[config.mk]
export PLATFORM = sky130hd
export DESIGN_NAME = dmrd_decode
export DESIGN_NICKNAME = d
export VERILOG_FILES = /design/src/dmrd_pkg.sv /design/src/dmrd_cmd_hold.sv /design/src/dmrd_decode.sv
export SDC_FILE = /design/constraint.sdc
export NUM_CORES = 1
export LEC_CHECK = 0
export BUFFER_PORTS_ARGS = -buffer_cell sky130_fd_sc_hd__buf_4
export CAP_MARGIN = 20
export CORE_ASPECT_RATIO = 1.2
export CORE_UTILIZATION = 35
export CTS_CLUSTER_SIZE = 8
export DETAILED_ROUTE_END_ITERATION = 10
export GPL_TIMING_DRIVEN = 0
export PLACE_DENSITY = 0.66
export SYNTH_ARGS = -nofsm -noshare
export SYNTH_HDL_FRONTEND = slang
export SYNTH_SLANG_ARGS = --single-unit
[constraint.sdc]
create_clock -name i_clk -period 4.4 [get_ports i_clk]
set_input_delay 0 -clock i_clk [delete_from_list [all_inputs] [get_ports i_clk]]
set_output_delay 0 -clock i_clk [all_outputs]
set_load 0.005 [all_outputs]
[src/dmrd_pkg.sv]
// Constants shared by the mode register decode block.
// Assumes command and address pins are already sampled on the device clock.
package dmrd_pkg;
  // Bank codes selecting each mode register
  localparam logic [2:0] DMRD_BANK_SECOND = 3'h1;
  localparam logic [2:0] DMRD_BANK_THIRD  = 3'h2;
  localparam logic [2:0] DMRD_BANK_FOURTH = 3'h3;
  // Second mode register fields
  localparam int DMRD_AL_LSB     = 3;
  localparam int DMRD_LEVEL_BIT  = 7;
  localparam int DMRD_QOFF_BIT   = 12;
  localparam int DMRD_NOM_BIT0   = 2;
  localparam int DMRD_NOM_BIT1   = 6;
  localparam int DMRD_NOM_BIT2   = 9;
  // Third mode register fields
  localparam int DMRD_PARTIAL_ARRAY_RETENTION_LSB   = 0;
  localparam int DMRD_CWL_LSB    = 3;
  localparam int DMRD_SRT_BIT    = 7;
  localparam int DMRD_RTTWR_LSB  = 9;
  // Fourth mode register fields
  localparam int DMRD_LOC_LSB    = 0;
  localparam int DMRD_MPR_BIT    = 2;
  // Added delay codes
  localparam logic [1:0] DMRD_AL_ZERO = 2'h0;
  localparam logic [1:0] DMRD_AL_CL1  = 2'h1;
  localparam logic [1:0] DMRD_AL_CL2  = 2'h2;
  // Write column latency of code zero
  localparam logic [5:0] DMRD_CWL_BASE = 6'h05;
  // Clocks of a data burst at the pins
  localparam logic [4:0] DMRD_BURST_CLOCKS = 5'h04;
  // Depth of the held command line
  localparam int DMRD_HOLD_DEPTH = 16;
  // Readback pattern location that carries the pattern
  localparam logic [1:0] DMRD_LOC_PATTERN = 2'h0;
  // Predefined read synchronisation pattern
  localparam logic [7:0] DMRD_SYNC_PATTERN = 8'h55;
  // Values after reset
  localparam logic [2:0] DMRD_RESET_3 = 3'h0;
  localparam logic [1:0] DMRD_RESET_2 = 2'h0;
endpackage : dmrd_pkg

[src/dmrd_cmd_hold.sv]
// Holds read and write commands for the programmed added delay.
// Assumes one command per clock at most, decoded by the caller.
`timescale 1ns/1ns
module dmrd_cmd_hold
  import dmrd_pkg::*;
(
  // Clock and reset
  input  wire logic       i_clk,
  input  wire logic       i_reset_n,
  // Commands from the pins and the added delay
  input  wire logic       i_read,
  input  wire logic       i_write,
  input  wire logic [4:0] i_added_delay,
  // Commands issued inside
  output logic            o_read_issue,
  output logic            o_write_issue
);

  typedef struct packed {
    logic [DMRD_HOLD_DEPTH-1:0] rd_line;
    logic [DMRD_HOLD_DEPTH-1:0] wr_line;
  } dmrd_hold_type;

  dmrd_hold_type state_reg;
  dmrd_hold_type state_next;
  logic [3:0]    tap;

  ////////////////////////////////////////////////////////////////////////
  always_comb begin
    state_next         = state_reg;
    state_next.rd_line = {state_reg.rd_line[DMRD_HOLD_DEPTH-2:0], i_read};
    state_next.wr_line = {state_reg.wr_line[DMRD_HOLD_DEPTH-2:0], i_write};
  end

  always_ff @(posedge i_clk or negedge i_reset_n) begin
    if (!i_reset_n) begin
      state_reg <= '0;
    end else begin
      state_reg <= state_next;
    end
  end

  // Tap the line at the added delay; zero passes straight through
  assign tap           = 4'(i_added_delay - 5'h01);
  assign o_read_issue  = (i_added_delay == 5'h00) ? i_read : state_reg.rd_line[tap];
  assign o_write_issue = (i_added_delay == 5'h00) ? i_write : state_reg.wr_line[tap];

endmodule : dmrd_cmd_hold

[src/dmrd_decode.sv]
// Mode register decode for the second, third and fourth mode registers.
// Assumes pins are synchronous to i_clk and the read column latency comes from elsewhere.
`timescale 1ns/1ns

// Overview of operation
// - Hold read/write for added delay before issue
// - Read latency equals added plus read column
// - Write latency equals added plus write column
// - Write column latency field, whole cycles only
// - Output disable bit disconnects data and strobes
// - Bank code two writes third register
// - Bank code three writes fourth register
// - Pattern disabled ignores location bits
// - Location zero returns predefined pattern
// - Write termination selected by A9, A10
// - Write termination applies without nominal
// - Leveling uses nominal termination only
// - Partial retention range exposed for self-refresh
// - Hot bit doubles self-refresh rate
// - Bank code one writes second register
module dmrd_decode
  import dmrd_pkg::*;
(
  // Clock and reset
  input  wire logic        i_clk,
  input  wire logic        i_reset_n,
  // Command pins
  input  wire logic        i_cs_n,
  input  wire logic        i_ras_n,
  input  wire logic        i_cas_n,
  input  wire logic        i_we_n,
  input  wire logic [2:0]  i_bank_select,
  input  wire logic [15:0] i_addr,
  input  wire logic        i_die_termination_pin,
  // Read column latency from the first mode register
  input  wire logic [4:0]  i_read_column_latency,
  // Latencies and issued commands
  output logic [4:0]       o_added_delay,
  output logic [5:0]       o_write_column_latency,
  output logic [5:0]       o_total_read_latency,
  output logic [5:0]       o_total_write_latency,
  output logic             o_read_issue,
  output logic             o_write_issue,
  // Output and termination control
  output logic             o_outputs_disabled,
  output logic             o_write_leveling,
  output logic [2:0]       o_termination_code,
  output logic             o_termination_is_write,
  // Refresh control
  output logic             o_hot_self_refresh_rate,
  output logic [2:0]       o_partial_array_retention,
  // Readback pattern
  output logic             o_readback_active,
  output logic [7:0]       o_readback_pattern
);

  typedef struct packed {
    logic [1:0] al_code;
    logic       level_en;
    logic       out_dis;
    logic [2:0] rtt_nom;
    logic [2:0] cwl_code;
    logic       hot_self_refresh_rate;
    logic [1:0] rtt_wr;
    logic [2:0] partial_array_retention;
    logic       mpr_en;
    logic [1:0] mpr_loc;
    logic [5:0] rd_lat;
    logic [5:0] wr_lat;
    logic [4:0] wr_win;
    logic [2:0] term;
    logic       term_wr;
  } dmrd_state_type;

  dmrd_state_type state_reg;
  dmrd_state_type state_next;
  logic           mode_set;
  logic           cmd_read;
  logic           cmd_write;
  logic [4:0]     added;
  logic [5:0]     write_column_latency;

  function automatic logic is_cmd(input logic cs_n, input logic ras_n, input logic cas_n, input logic we_n,
                                  input logic [2:0] code);
    is_cmd = !cs_n && ({ras_n, cas_n, we_n} == code);
  endfunction : is_cmd

  ////////////////////////////////////////////////////////////////////////
  // Command decode
  assign mode_set  = is_cmd(i_cs_n, i_ras_n, i_cas_n, i_we_n, 3'h0);
  assign cmd_read  = is_cmd(i_cs_n, i_ras_n, i_cas_n, i_we_n, 3'h5);
  assign cmd_write = is_cmd(i_cs_n, i_ras_n, i_cas_n, i_we_n, 3'h4);

  // Added delay from code and read column latency
  always_comb begin
    unique case (state_reg.al_code)
      DMRD_AL_CL1: added = i_read_column_latency - 5'h01;
      DMRD_AL_CL2: added = i_read_column_latency - 5'h02;
      default:     added = 5'h00;
    endcase
  end

  assign write_column_latency = DMRD_CWL_BASE + {3'h0, state_reg.cwl_code};

  ////////////////////////////////////////////////////////////////////////
  always_comb begin
    state_next = state_reg;
    if (mode_set && i_bank_select == DMRD_BANK_SECOND) begin
      state_next.al_code  = i_addr[DMRD_AL_LSB +: 2];
      state_next.level_en = i_addr[DMRD_LEVEL_BIT];
      state_next.out_dis  = i_addr[DMRD_QOFF_BIT];
      state_next.rtt_nom  = {i_addr[DMRD_NOM_BIT2], i_addr[DMRD_NOM_BIT1], i_addr[DMRD_NOM_BIT0]};
    end
    if (mode_set && i_bank_select == DMRD_BANK_THIRD) begin
      state_next.partial_array_retention     = i_addr[DMRD_PARTIAL_ARRAY_RETENTION_LSB +: 3];
      state_next.cwl_code = i_addr[DMRD_CWL_LSB +: 3];
      state_next.hot_self_refresh_rate      = i_addr[DMRD_SRT_BIT];
      state_next.rtt_wr   = i_addr[DMRD_RTTWR_LSB +: 2];
    end
    if (mode_set && i_bank_select == DMRD_BANK_FOURTH) begin
      state_next.mpr_en  = i_addr[DMRD_MPR_BIT];
      state_next.mpr_loc = i_addr[DMRD_LOC_LSB +: 2];
    end
    state_next.rd_lat = {1'b0, added} + {1'b0, i_read_column_latency};
    state_next.wr_lat = {1'b0, added} + write_column_latency;
    // Write window from internal write through the burst
    if (o_write_issue) begin
      state_next.wr_win = 5'(write_column_latency) + DMRD_BURST_CLOCKS;
    end else if (state_reg.wr_win != 5'h00) begin
      state_next.wr_win = state_reg.wr_win - 5'h01;
    end
    // Termination choice
    state_next.term_wr = 1'b0;
    state_next.term    = DMRD_RESET_3;
    if (i_die_termination_pin) begin
      if (state_reg.wr_win != 5'h00 && state_reg.rtt_wr != DMRD_RESET_2
          && !state_reg.level_en) begin
        state_next.term_wr = 1'b1;
        state_next.term    = {1'b0, state_reg.rtt_wr};
      end else begin
        state_next.term = state_reg.rtt_nom;
      end
    end
  end

  always_ff @(posedge i_clk or negedge i_reset_n) begin
    if (!i_reset_n) begin
      state_reg <= '0;
    end else begin
      state_reg <= state_next;
    end
  end

  ////////////////////////////////////////////////////////////////////////
  dmrd_cmd_hold u_hold (
    .i_clk         (i_clk),
    .i_reset_n     (i_reset_n),
    .i_read        (cmd_read),
    .i_write       (cmd_write),
    .i_added_delay (added),
    .o_read_issue  (o_read_issue),
    .o_write_issue (o_write_issue)
  );

  assign o_added_delay             = added;
  assign o_write_column_latency    = write_column_latency;
  assign o_total_read_latency      = state_reg.rd_lat;
  assign o_total_write_latency     = state_reg.wr_lat;
  assign o_outputs_disabled        = state_reg.out_dis;
  assign o_write_leveling          = state_reg.level_en;
  assign o_termination_code        = state_reg.term;
  assign o_termination_is_write    = state_reg.term_wr;
  assign o_hot_self_refresh_rate   = state_reg.hot_self_refresh_rate;
  assign o_partial_array_retention = state_reg.partial_array_retention;
  assign o_readback_active = state_reg.mpr_en && state_reg.mpr_loc == DMRD_LOC_PATTERN;
  assign o_readback_pattern = o_readback_active ? DMRD_SYNC_PATTERN : 8'h00;
endmodule : dmrd_decode

==> impl_metrics.ini, run 1 <==
[routing]
route.met2.wl_um = 3390
wl_per_cell_um = 13.55
drt_first_pass_iters = 4
highest_layer = met4
wl_met1_um = 2813
met3_length_um = 351
drtIter0Drc = 87
vias_per_cell = 4.669
vias = 2283
wirelength_um = 6625
ant_nets = 0
drc = 0

[synthesis]
synth_ff_type = dfrtp_1
ys_seq_elements = 72
synth_edf_count = 0
syn_area_um2 = 3533
ys_seq_area_share_pct = 50.99
yosysWarnings = 0
ys_types = 49
synth_cells = 265
async_flop_share_pct = 100.0
avgSynthCellArea_um2 = 13.33

[grt]
grt_pass1_wl_um = 11150
antenna_found_initial = 0
grt_pass1_vias = 2377
gr-usage-all-layers_pct = 13.75
grt_remaining_overflow = 0
grt_max_degree = 73

[clocking]
cts.sinks = 72
clkTransAtPathRegs_ns = 0.06
cts-root-buf = clkbuf_16
numCtsBuffers = 9
htreeDepth = 3
cts_setup_buffers = 0
clk-insertion-delay-late_ns = 0.32
clk_path_buf_depth = 2
cts_tree = built
post_cts_resized = 0
cts_hold_buffers = 18

[placement]
place_congestion = 0.8200
dp_hpwl_um = 4668
io_buffer_count = 62
post_dp_cell_area_um2 = 4172

[cells_and_area]
final_area_um2 = 4679
syn_to_final_growth_pct = 32.44
final_util_pct = 48.43
largest_reg_flops = 30
drive_gt1_share_pct = 40.16
layout_commonest_cell = buf_4
antenna_cells = 0
final_cell_mix = 90 x buf_4, 72 x dfrtp_1, 22 x mux2_2
nNetsFinal = 412

[worst_setup_path]
cp-end-kind = output port
required_ns = 4.40
critPathKind = flop to output port
worstPathArrival_ns = 3.93
cp_max_fo = 7
critPathLaunchType = flop

[pwr]
power.switching_mw = 0.5572
combinationalPowerShare_pct = 25.4
swShare_pct = 26.34
clock_power_share_pct = 37.2
internal_power_mw = 1.558
p_leak_nw = 2.375
seqPwrFrac_pct = 37.4
power.total_mw = 2.115
power_density_nw_per_um2 = 452.0
vdd.ir_drop.worst_v = 0.0002273

[die]
die-area_um2 = 10500
die_h_um = 112.1
die_w_um = 93.72
initial_utilization_pct = 36.57
core_area_um2 = 9662
rows = 39
io_pins = 75

[sta]
fmax_mhz = 254.3
post-route-period-util_pct = 89.38
fin_skew_ns = 0.004322
setup-violations-final = 0
hold_viol = 0
slew_headroom_pct = 40.52
period_needed_ns = 3.933
worst_slew_pin_slew_ns = 0.8922
rsz0062_at_grt = false
setup_tns_ns = 0
final_max_slew_viol_count = 0

[min_path]
min_path_type = primary input to flop

[job]
drv_cap = 0

[outcome]
outcome = complete, no violations
-- through the flow --
step / setup WS (ns) / std cells / hold slack [ns]
3_5_place_dp: 0.5524 / 455 / 0.1853
2_1_floorplan: 1.117 / 270 / -0.2956
6_report: 0.4673 / 489 / 0.01904
3_3_place_gp: 0.5865 / 455 / 0.1702
4_1_cts: 0.4237 / 489 / 0.005361
5_1_grt: 0.2151 / 489 / 0.03864
-- power groups by stage --
stage | Clock [mW] | Sequential (mW) | Combinational (mW)
after floorplan | 0 | 0.791 | 0.359
after global placement | 0 | 0.800 | 0.517
after detailed placement | 0 | 0.801 | 0.530
after CTS | 0.807 | 0.791 | 0.546
after global routing | 0.838 | 0.801 | 0.600
final | 0.787 | 0.791 | 0.538
-- cell usage after synthesis (2+ instances only) --
master / n / share of area (%)
dfrtp_1: 72 / 51
nand2b_1: 3 / 0.53
a21o_1: 5 / 1.1
o21ai_0: 6 / 0.85
nor3_1: 5 / 0.71
buf_4: 28 / 5.9
fa_1: 2 / 1.1
ha_1: 18 / 6.4
mux4_1: 7 / 5.2
mux2_4: 4 / 1.7
mux2i_1: 6 / 1.7
nand2_1: 11 / 1.2
a21oi_1: 9 / 1.3
mux2_2: 22 / 7.0
inv_1: 14 / 1.5
nand3b_1: 2 / 0.42
nor2_1: 6 / 0.64
xnor2_1: 6 / 1.5
nor3b_1: 3 / 0.64
xnor2_2: 3 / 1.4
xor2_1: 4 / 0.99
buf_2: 2 / 0.28
-- critical path: stages, from the launching register on --
cell and delay [ns]:
dfrtp_1 0.40, inv_1 0.06, ha_1 0.24, or2b_1 0.25, a21oi_1 0.59, inv_1 0.24
ha_1 0.34, buf_1 0.31, mux4_1 0.35, mux2_2 0.27, nand2_1 0.07, o21ai_1 0.06
mux2_2 0.28, buf_4 0.14
-- path summary, 6_finish.rpt --
check                                    startpoint  cells past startpoint  slack (ns)                      end
setup / recovery                      state_reg[39]                     13        0.47             o_read_issue
hold / removal             i_read_column_latency[4]                      3        0.02  o_total_read_latency[5]
setup reg to reg                      state_reg[39]                     12        0.58             state_reg[7]
hold reg to reg               u_hold.state_next[30]                      0        0.37    u_hold.state_next[31]
max in group asynchronous                 i_reset_n                      2        3.47     u_hold.state_reg[15]
min in group asynchronous                 i_reset_n                      2        0.32  o_total_read_latency[3]
-- area by class of cell --
| cell class | instances | area, um^2 |
|---|---|---|
| Buffer | 31 | 224.0 |
| Clock buffer | 9 | 225.2 |
| Clock inverter | 7 | 102.6 |
| Fill cell | 862 | 4982 |
| Inverter | 16 | 62.56 |
| Multi-Input combinational cell | 151 | 1464 |
| Sequential cell | 72 | 1802 |
| Tap cell | 123 | 153.9 |
| Timing Repair Buffer | 80 | 645.6 |
-- metal layers --
| layer | vias up | global-route usage (%) |
|---|---|---|
| li1 | 1094 | - |
| met1 | 1109 | 17.16 |
| met2 | 74 | 22.43 |
| met3 | 6 | 3.862 |
| met4 | 0 | 5.436 |
| met5 | - | 0 |
-- kinds of logic (layout without fill, tap and decap cells) --
group | count (synthesis) | in the layout | synth area share (%)
flip-flops | 72 | 72 | 50.99
XOR/XNOR | 13 | 13 | 3.860
AND/OR/NAND/NOR | 40 | 40 | 6.587
multiplexers | 40 | 40 | 16.25
other | 1 | 6 | 0.1061
adder cells (fa/ha/maj) | 21 | 21 | 7.791
AO/OA/AOI/OAI | 31 | 31 | 6.304
buffers and inverters | 47 | 143 | 8.109
(Power assumes the default switching activity.)
==> run 2, diff against run 1 <==
--- a/config.mk
+++ b/config.mk
@@ -12,7 +12,7 @@
 export CTS_CLUSTER_SIZE = 8
 export DETAILED_ROUTE_END_ITERATION = 10
 export GPL_TIMING_DRIVEN = 0
-export PLACE_DENSITY = 0.66
+export PLACE_DENSITY = 0.68
 export SYNTH_ARGS = -nofsm -noshare
 export SYNTH_HDL_FRONTEND = slang
 export SYNTH_SLANG_ARGS = --single-unit
==> constraint.sdc (replaced) <==
create_clock -name i_clk -period 3.57 [get_ports i_clk]
set_input_delay 0 -clock i_clk [delete_from_list [all_inputs] [get_ports i_clk]]
set_output_delay 0 -clock i_clk [all_outputs]
set_load 0.005 [all_outputs]
==> impl_metrics.ini, run 2 (same netlist as run 1, synthesis figures left out) <==
[job]
drv_cap = 0

[placement]
place_inst = 455
pre_cts_slack_ns = -0.3002
dp_hpwl_um = 4908
io_buffer_count = 62
place_congestion = 0.8188

[routing]
drt_first_pass_iters = 6
wirelength_um = 7040
drtIter0Drc = 45
vias = 2295
ant_nets = 0
vias_per_cell = 4.713
wl_per_cell_um = 14.46
drc = 0

[worst_setup_path]
worst-path-buf-inv = 3
crit_family = multiplexers
critPathKind = flop to output port
regToRegSetupSlack_ns = 0.35
worstPathArrival_ns = 3.37
path_cells = inv_1 > ha_1 > or2b_1 > a21oi_4 > inv_1 > ha_2 > mux4_1 > mux2_2 > nand2_1 > o21ai_1 > mux2_2 > buf_4
worstReg2RegEnd = state_reg[5]
r2r_start = state_reg[39]
cp-end-kind = output port
rr_worst_depth = 11
cp_slowest_cell = ha_2
cp_slowest_stage_delay_ns = 0.45
required_ns = 3.57
cp_max_fo = 7
critPathLaunchType = flop

[sta]
fmax_mhz = 296.6
rsz0062_at_grt = false
setup_tns_ns = 0
setup_ws_ns = 0.1981
post-route-period-util_pct = 94.45
setup-violations-final = 0
slew_headroom_pct = 41.27
period_needed_ns = 3.372
fin_skew_ns = 0.007405
hold_viol = 0
final_max_slew_viol_count = 0
worst_slew_pin_slew_ns = 0.8809

[cells_and_area]
final_util_pct = 48.34
largest_reg_flops = 30
final_cells = 487
nNetsFinal = 410
layout_commonest_cell = buf_4
syn_to_final_growth_pct = 32.19
drive_gt1_share_pct = 40.66
antenna_cells = 0
final_cell_mix = 90 x buf_4, 72 x dfrtp_1, 22 x mux2_2

[min_path]
min_path_type = primary input to flop
holdPathEnd = o_total_read_latency[0]
min_from = i_read_column_latency[0]
whs_path_depth = 3

[die]
io_pins = 75
die-area_um2 = 10500
core_area_um2 = 9662
rows = 39
die_h_um = 112.1
initial_utilization_pct = 36.57
die_w_um = 93.72

[pwr]
power_density_nw_per_um2 = 559.3
vdd.ir_drop.worst_v = 0.0002809
p_leak_nw = 2.366
power.total_mw = 2.612

[clocking]
cts.sinks = 72
clk_path_buf_depth = 2
cts_tree = built
cts-root-buf = clkbuf_16
cts_setup_buffers = 0
clkTransAtPathRegs_ns = 0.06
clk-insertion-delay-late_ns = 0.33
numCtsBuffers = 9
htreeDepth = 3

[grt]
gr-usage-all-layers_pct = 14.45
grt_pass1_wl_um = 11260
grt_remaining_overflow = 0
antenna_found_initial = 0
grt_max_degree = 73
grt_pass1_vias = 2327

[outcome]
outcome = complete, no violations
## run 2: worst max-delay path by stage
stage                  startpoint           end  slack (ns)  cells past startpoint
global placement    state_reg[39]  state_reg[7]       -0.24                     12
global route        state_reg[39]  o_read_issue        0.02                     12
CTS                 state_reg[39]  o_read_issue        0.09                     12
detailed placement  state_reg[39]  state_reg[5]       -0.30                     12
floorplan           state_reg[39]  state_reg[5]        0.29                     12
finish              state_reg[39]  o_read_issue        0.20                     12
## run 2: per-layer routing
| layer | track usage [%] | wire length, um | part of all wire [%] |
|---|---|---|---|
| met5 | 0 | 0 | 0 |
| met2 | 25.55 | 3720 | 53 |
| met4 | 7.385 | 176 | 2.5 |
| met1 | 15.85 | 2816 | 40 |
| met3 | 3.523 | 326 | 4.6 |
## run 2: worst register-to-register path, cell delays in order (launching register included)
cell,delay [ns]
dfrtp_1,0.39
inv_1,0.06
ha_1,0.25
or2b_1,0.29
a21oi_4,0.29
inv_1,0.16
ha_2,0.46
mux4_1,0.33
mux2i_1,0.16
mux2i_1,0.08
mux2_4,0.34
mux2_4,0.31
## run 2: cell type report
type,count,area [um^2]
fill,858,4991
sequential,72,1802
multi-input combinational,151,1478
timing repair buffer,79,635.6
clock buffer,10,229.0
buffer,30,220.2
tap,123,153.9
clock inverter,6,90.09
inverter,16,62.56
## run 2: stage by stage
step           hold WS, ns  area (um^2)
2_1_floorplan      -0.2956         3552
3_3_place_gp        0.1705         4172
3_5_place_dp        0.1810         4172
4_1_cts           0.009990         4668
5_1_grt            0.04304         4671
6_report           0.02193         4671
## run 2: repair_timing
action,4_1_cts,5_1_grt
cloned,0,0
hold buffers,17,0
setup endpoints to repair,7,1
hold endpoints to repair,97,0
resized for setup,2,1
## run 2: report_power, final
| part | switching (mW) | leakage (nW) | internal [mW] | total [mW] |
|---|---|---|---|---|
| registers | 0.0587 | 0.951 | 0.919 | 0.978 |
| logic | 0.286 | 1.26 | 0.386 | 0.672 |
| clock network | 0.348 | 0.153 | 0.615 | 0.963 |
| total | 0.692 | 2.37 | 1.92 | 2.61 |
==> run 3, diff against run 2 <==
--- a/config.mk
+++ b/config.mk
@@ -7,7 +7,6 @@
 export LEC_CHECK = 0
 export BUFFER_PORTS_ARGS = -buffer_cell sky130_fd_sc_hd__buf_4
 export CAP_MARGIN = 20
-export CORE_ASPECT_RATIO = 1.2
 export CORE_UTILIZATION = 35
 export CTS_CLUSTER_SIZE = 8
 export DETAILED_ROUTE_END_ITERATION = 10
==> impl_metrics.ini, run 3 (same netlist as run 1, synthesis figures left out) <==
[outcome]
outcome = complete, no violations

[grt]
grt_pass1_wl_um = 10810
gr-usage-all-layers_pct = 13.95
grt_max_degree = 73
antenna_found_initial = 0
grt_remaining_overflow = 0
grt_pass1_vias = 2287

[clocking]
clkTransAtPathRegs_ns = 0.08
cts_tree = built
numCtsBuffers = 9
htreeDepth = 3
cts.sinks = 72
cts-root-buf = clkbuf_8
clk-insertion-delay-late_ns = 0.35
clk_path_buf_depth = 2

[routing]
drtIter0Drc = 54
drc = 0
wirelength_um = 6691
vias = 2268
vias_per_cell = 4.545
wl_per_cell_um = 13.41
drt_first_pass_iters = 4
ant_nets = 0

[placement]
place_congestion = 0.8236
pre_cts_slack_ns = -0.3119
dp_hpwl_um = 4785
io_buffer_count = 62

[cells_and_area]
layout_commonest_cell = buf_4
final_cell_mix = 91 x buf_4, 72 x dfrtp_1, 22 x mux2_2
antenna_cells = 0
drive_gt1_share_pct = 40.98
syn_to_final_growth_pct = 29.39
nNetsFinal = 412
largest_reg_flops = 30
final_util_pct = 46.77

[die]
initial_utilization_pct = 36.15
die_w_um = 102.5
die_h_um = 102.5
core_area_um2 = 9774
die-area_um2 = 10500
rows = 36
io_pins = 75

[sta]
fmax_mhz = 297.8
rsz0062_at_grt = false
period_needed_ns = 3.358
worst_slew_pin_slew_ns = 0.8844
slew_headroom_pct = 41.04
fin_skew_ns = 0.01238
post-route-period-util_pct = 94.05
setup_ws_ns = 0.2125
setup-violations-final = 0
final_max_slew_viol_count = 0
hold_viol = 0

[min_path]
min_path_type = primary input to flop

[pwr]
power_density_nw_per_um2 = 489.2
p_leak_nw = 2.314
vdd.ir_drop.worst_v = 0.0001716
power.total_mw = 2.237

[worst_setup_path]
critPathLaunchType = flop
required_ns = 3.57
cp-end-kind = output port
regToRegSetupSlack_ns = 0.36
cp_max_fo = 6
worstPathArrival_ns = 3.36
critPathKind = flop to output port

[job]
drv_cap = 0
## run 3: final timing paths
path / start / cells past startpoint / endpoint
max reg2reg: state_reg[39] / 11 / state_reg[5]
max in group asynchronous: i_reset_n / 2 / u_hold.state_reg[31]
min reg2reg: u_hold.state_next[27] / 0 / u_hold.state_next[28]
min in group asynchronous: i_reset_n / 2 / o_total_read_latency[1]
min: i_read_column_latency[0] / 3 / o_total_read_latency[0]
max: state_reg[39] / 12 / o_read_issue
## run 3: repair_timing
| item | 4_1_cts | 5_1_grt |
|---|---|---|
| hold buffers | 18 | 0 |
| setup buffers | 0 | 1 |
| endpoints found under the setup margin | 7 | 5 |
| gates resized for setup | 2 | 2 |
| pin swaps | 0 | 1 |
| hold endpoints to repair | 98 | 0 |
## run 3: per-layer routing
layer,global-route usage (%),vias to the layer above,share of wire [%]
met4,7.033,0,1.9
met3,3.215,15,4.5
met1,17.24,1098,45
met2,22.87,70,48
li1,-,1085,-
met5,0,-,0
## run 3: power breakdown
part           internal (mW)  total (mW)  switching (mW)
combinational          0.392       0.679           0.287
clock                  0.272       0.584           0.312
sequential             0.917       0.973          0.0563
total                   1.58        2.24           0.656
## run 3: per-stage QoR
step	setup TNS, ns	hold slack (ns)	std cells	instance area (um^2)
global route	0	0.01253	499	4572
CTS	0	0.009107	498	4547
floorplan	0	-0.2956	270	3552
finish	0	0.02570	499	4572
global placement	-1.111	0.1647	465	4184
detailed placement	-1.291	0.1859	465	4184
## run 3: final cells by class
class	instances	area (um^2)
Clock buffer	10	137.6
Clock inverter	6	42.54
Sequential cell	72	1802
Timing Repair Buffer	81	653.1
Fill cell	909	5202
Inverter	16	62.56
Buffer	30	220.2
Tap cell	133	166.4
Multi-Input combinational cell	151	1488
## run 3: worst max-delay path: stages (launching register included)
cell     delay, ns
dfrtp_1       0.40
inv_1         0.06
ha_1          0.26
or2b_1        0.30
a21oi_4       0.29
inv_1         0.19
ha_1          0.27
xnor2_2       0.24
mux4_1        0.36
mux2i_1       0.15
o21ai_1       0.07
mux2_2        0.28
buf_4         0.14
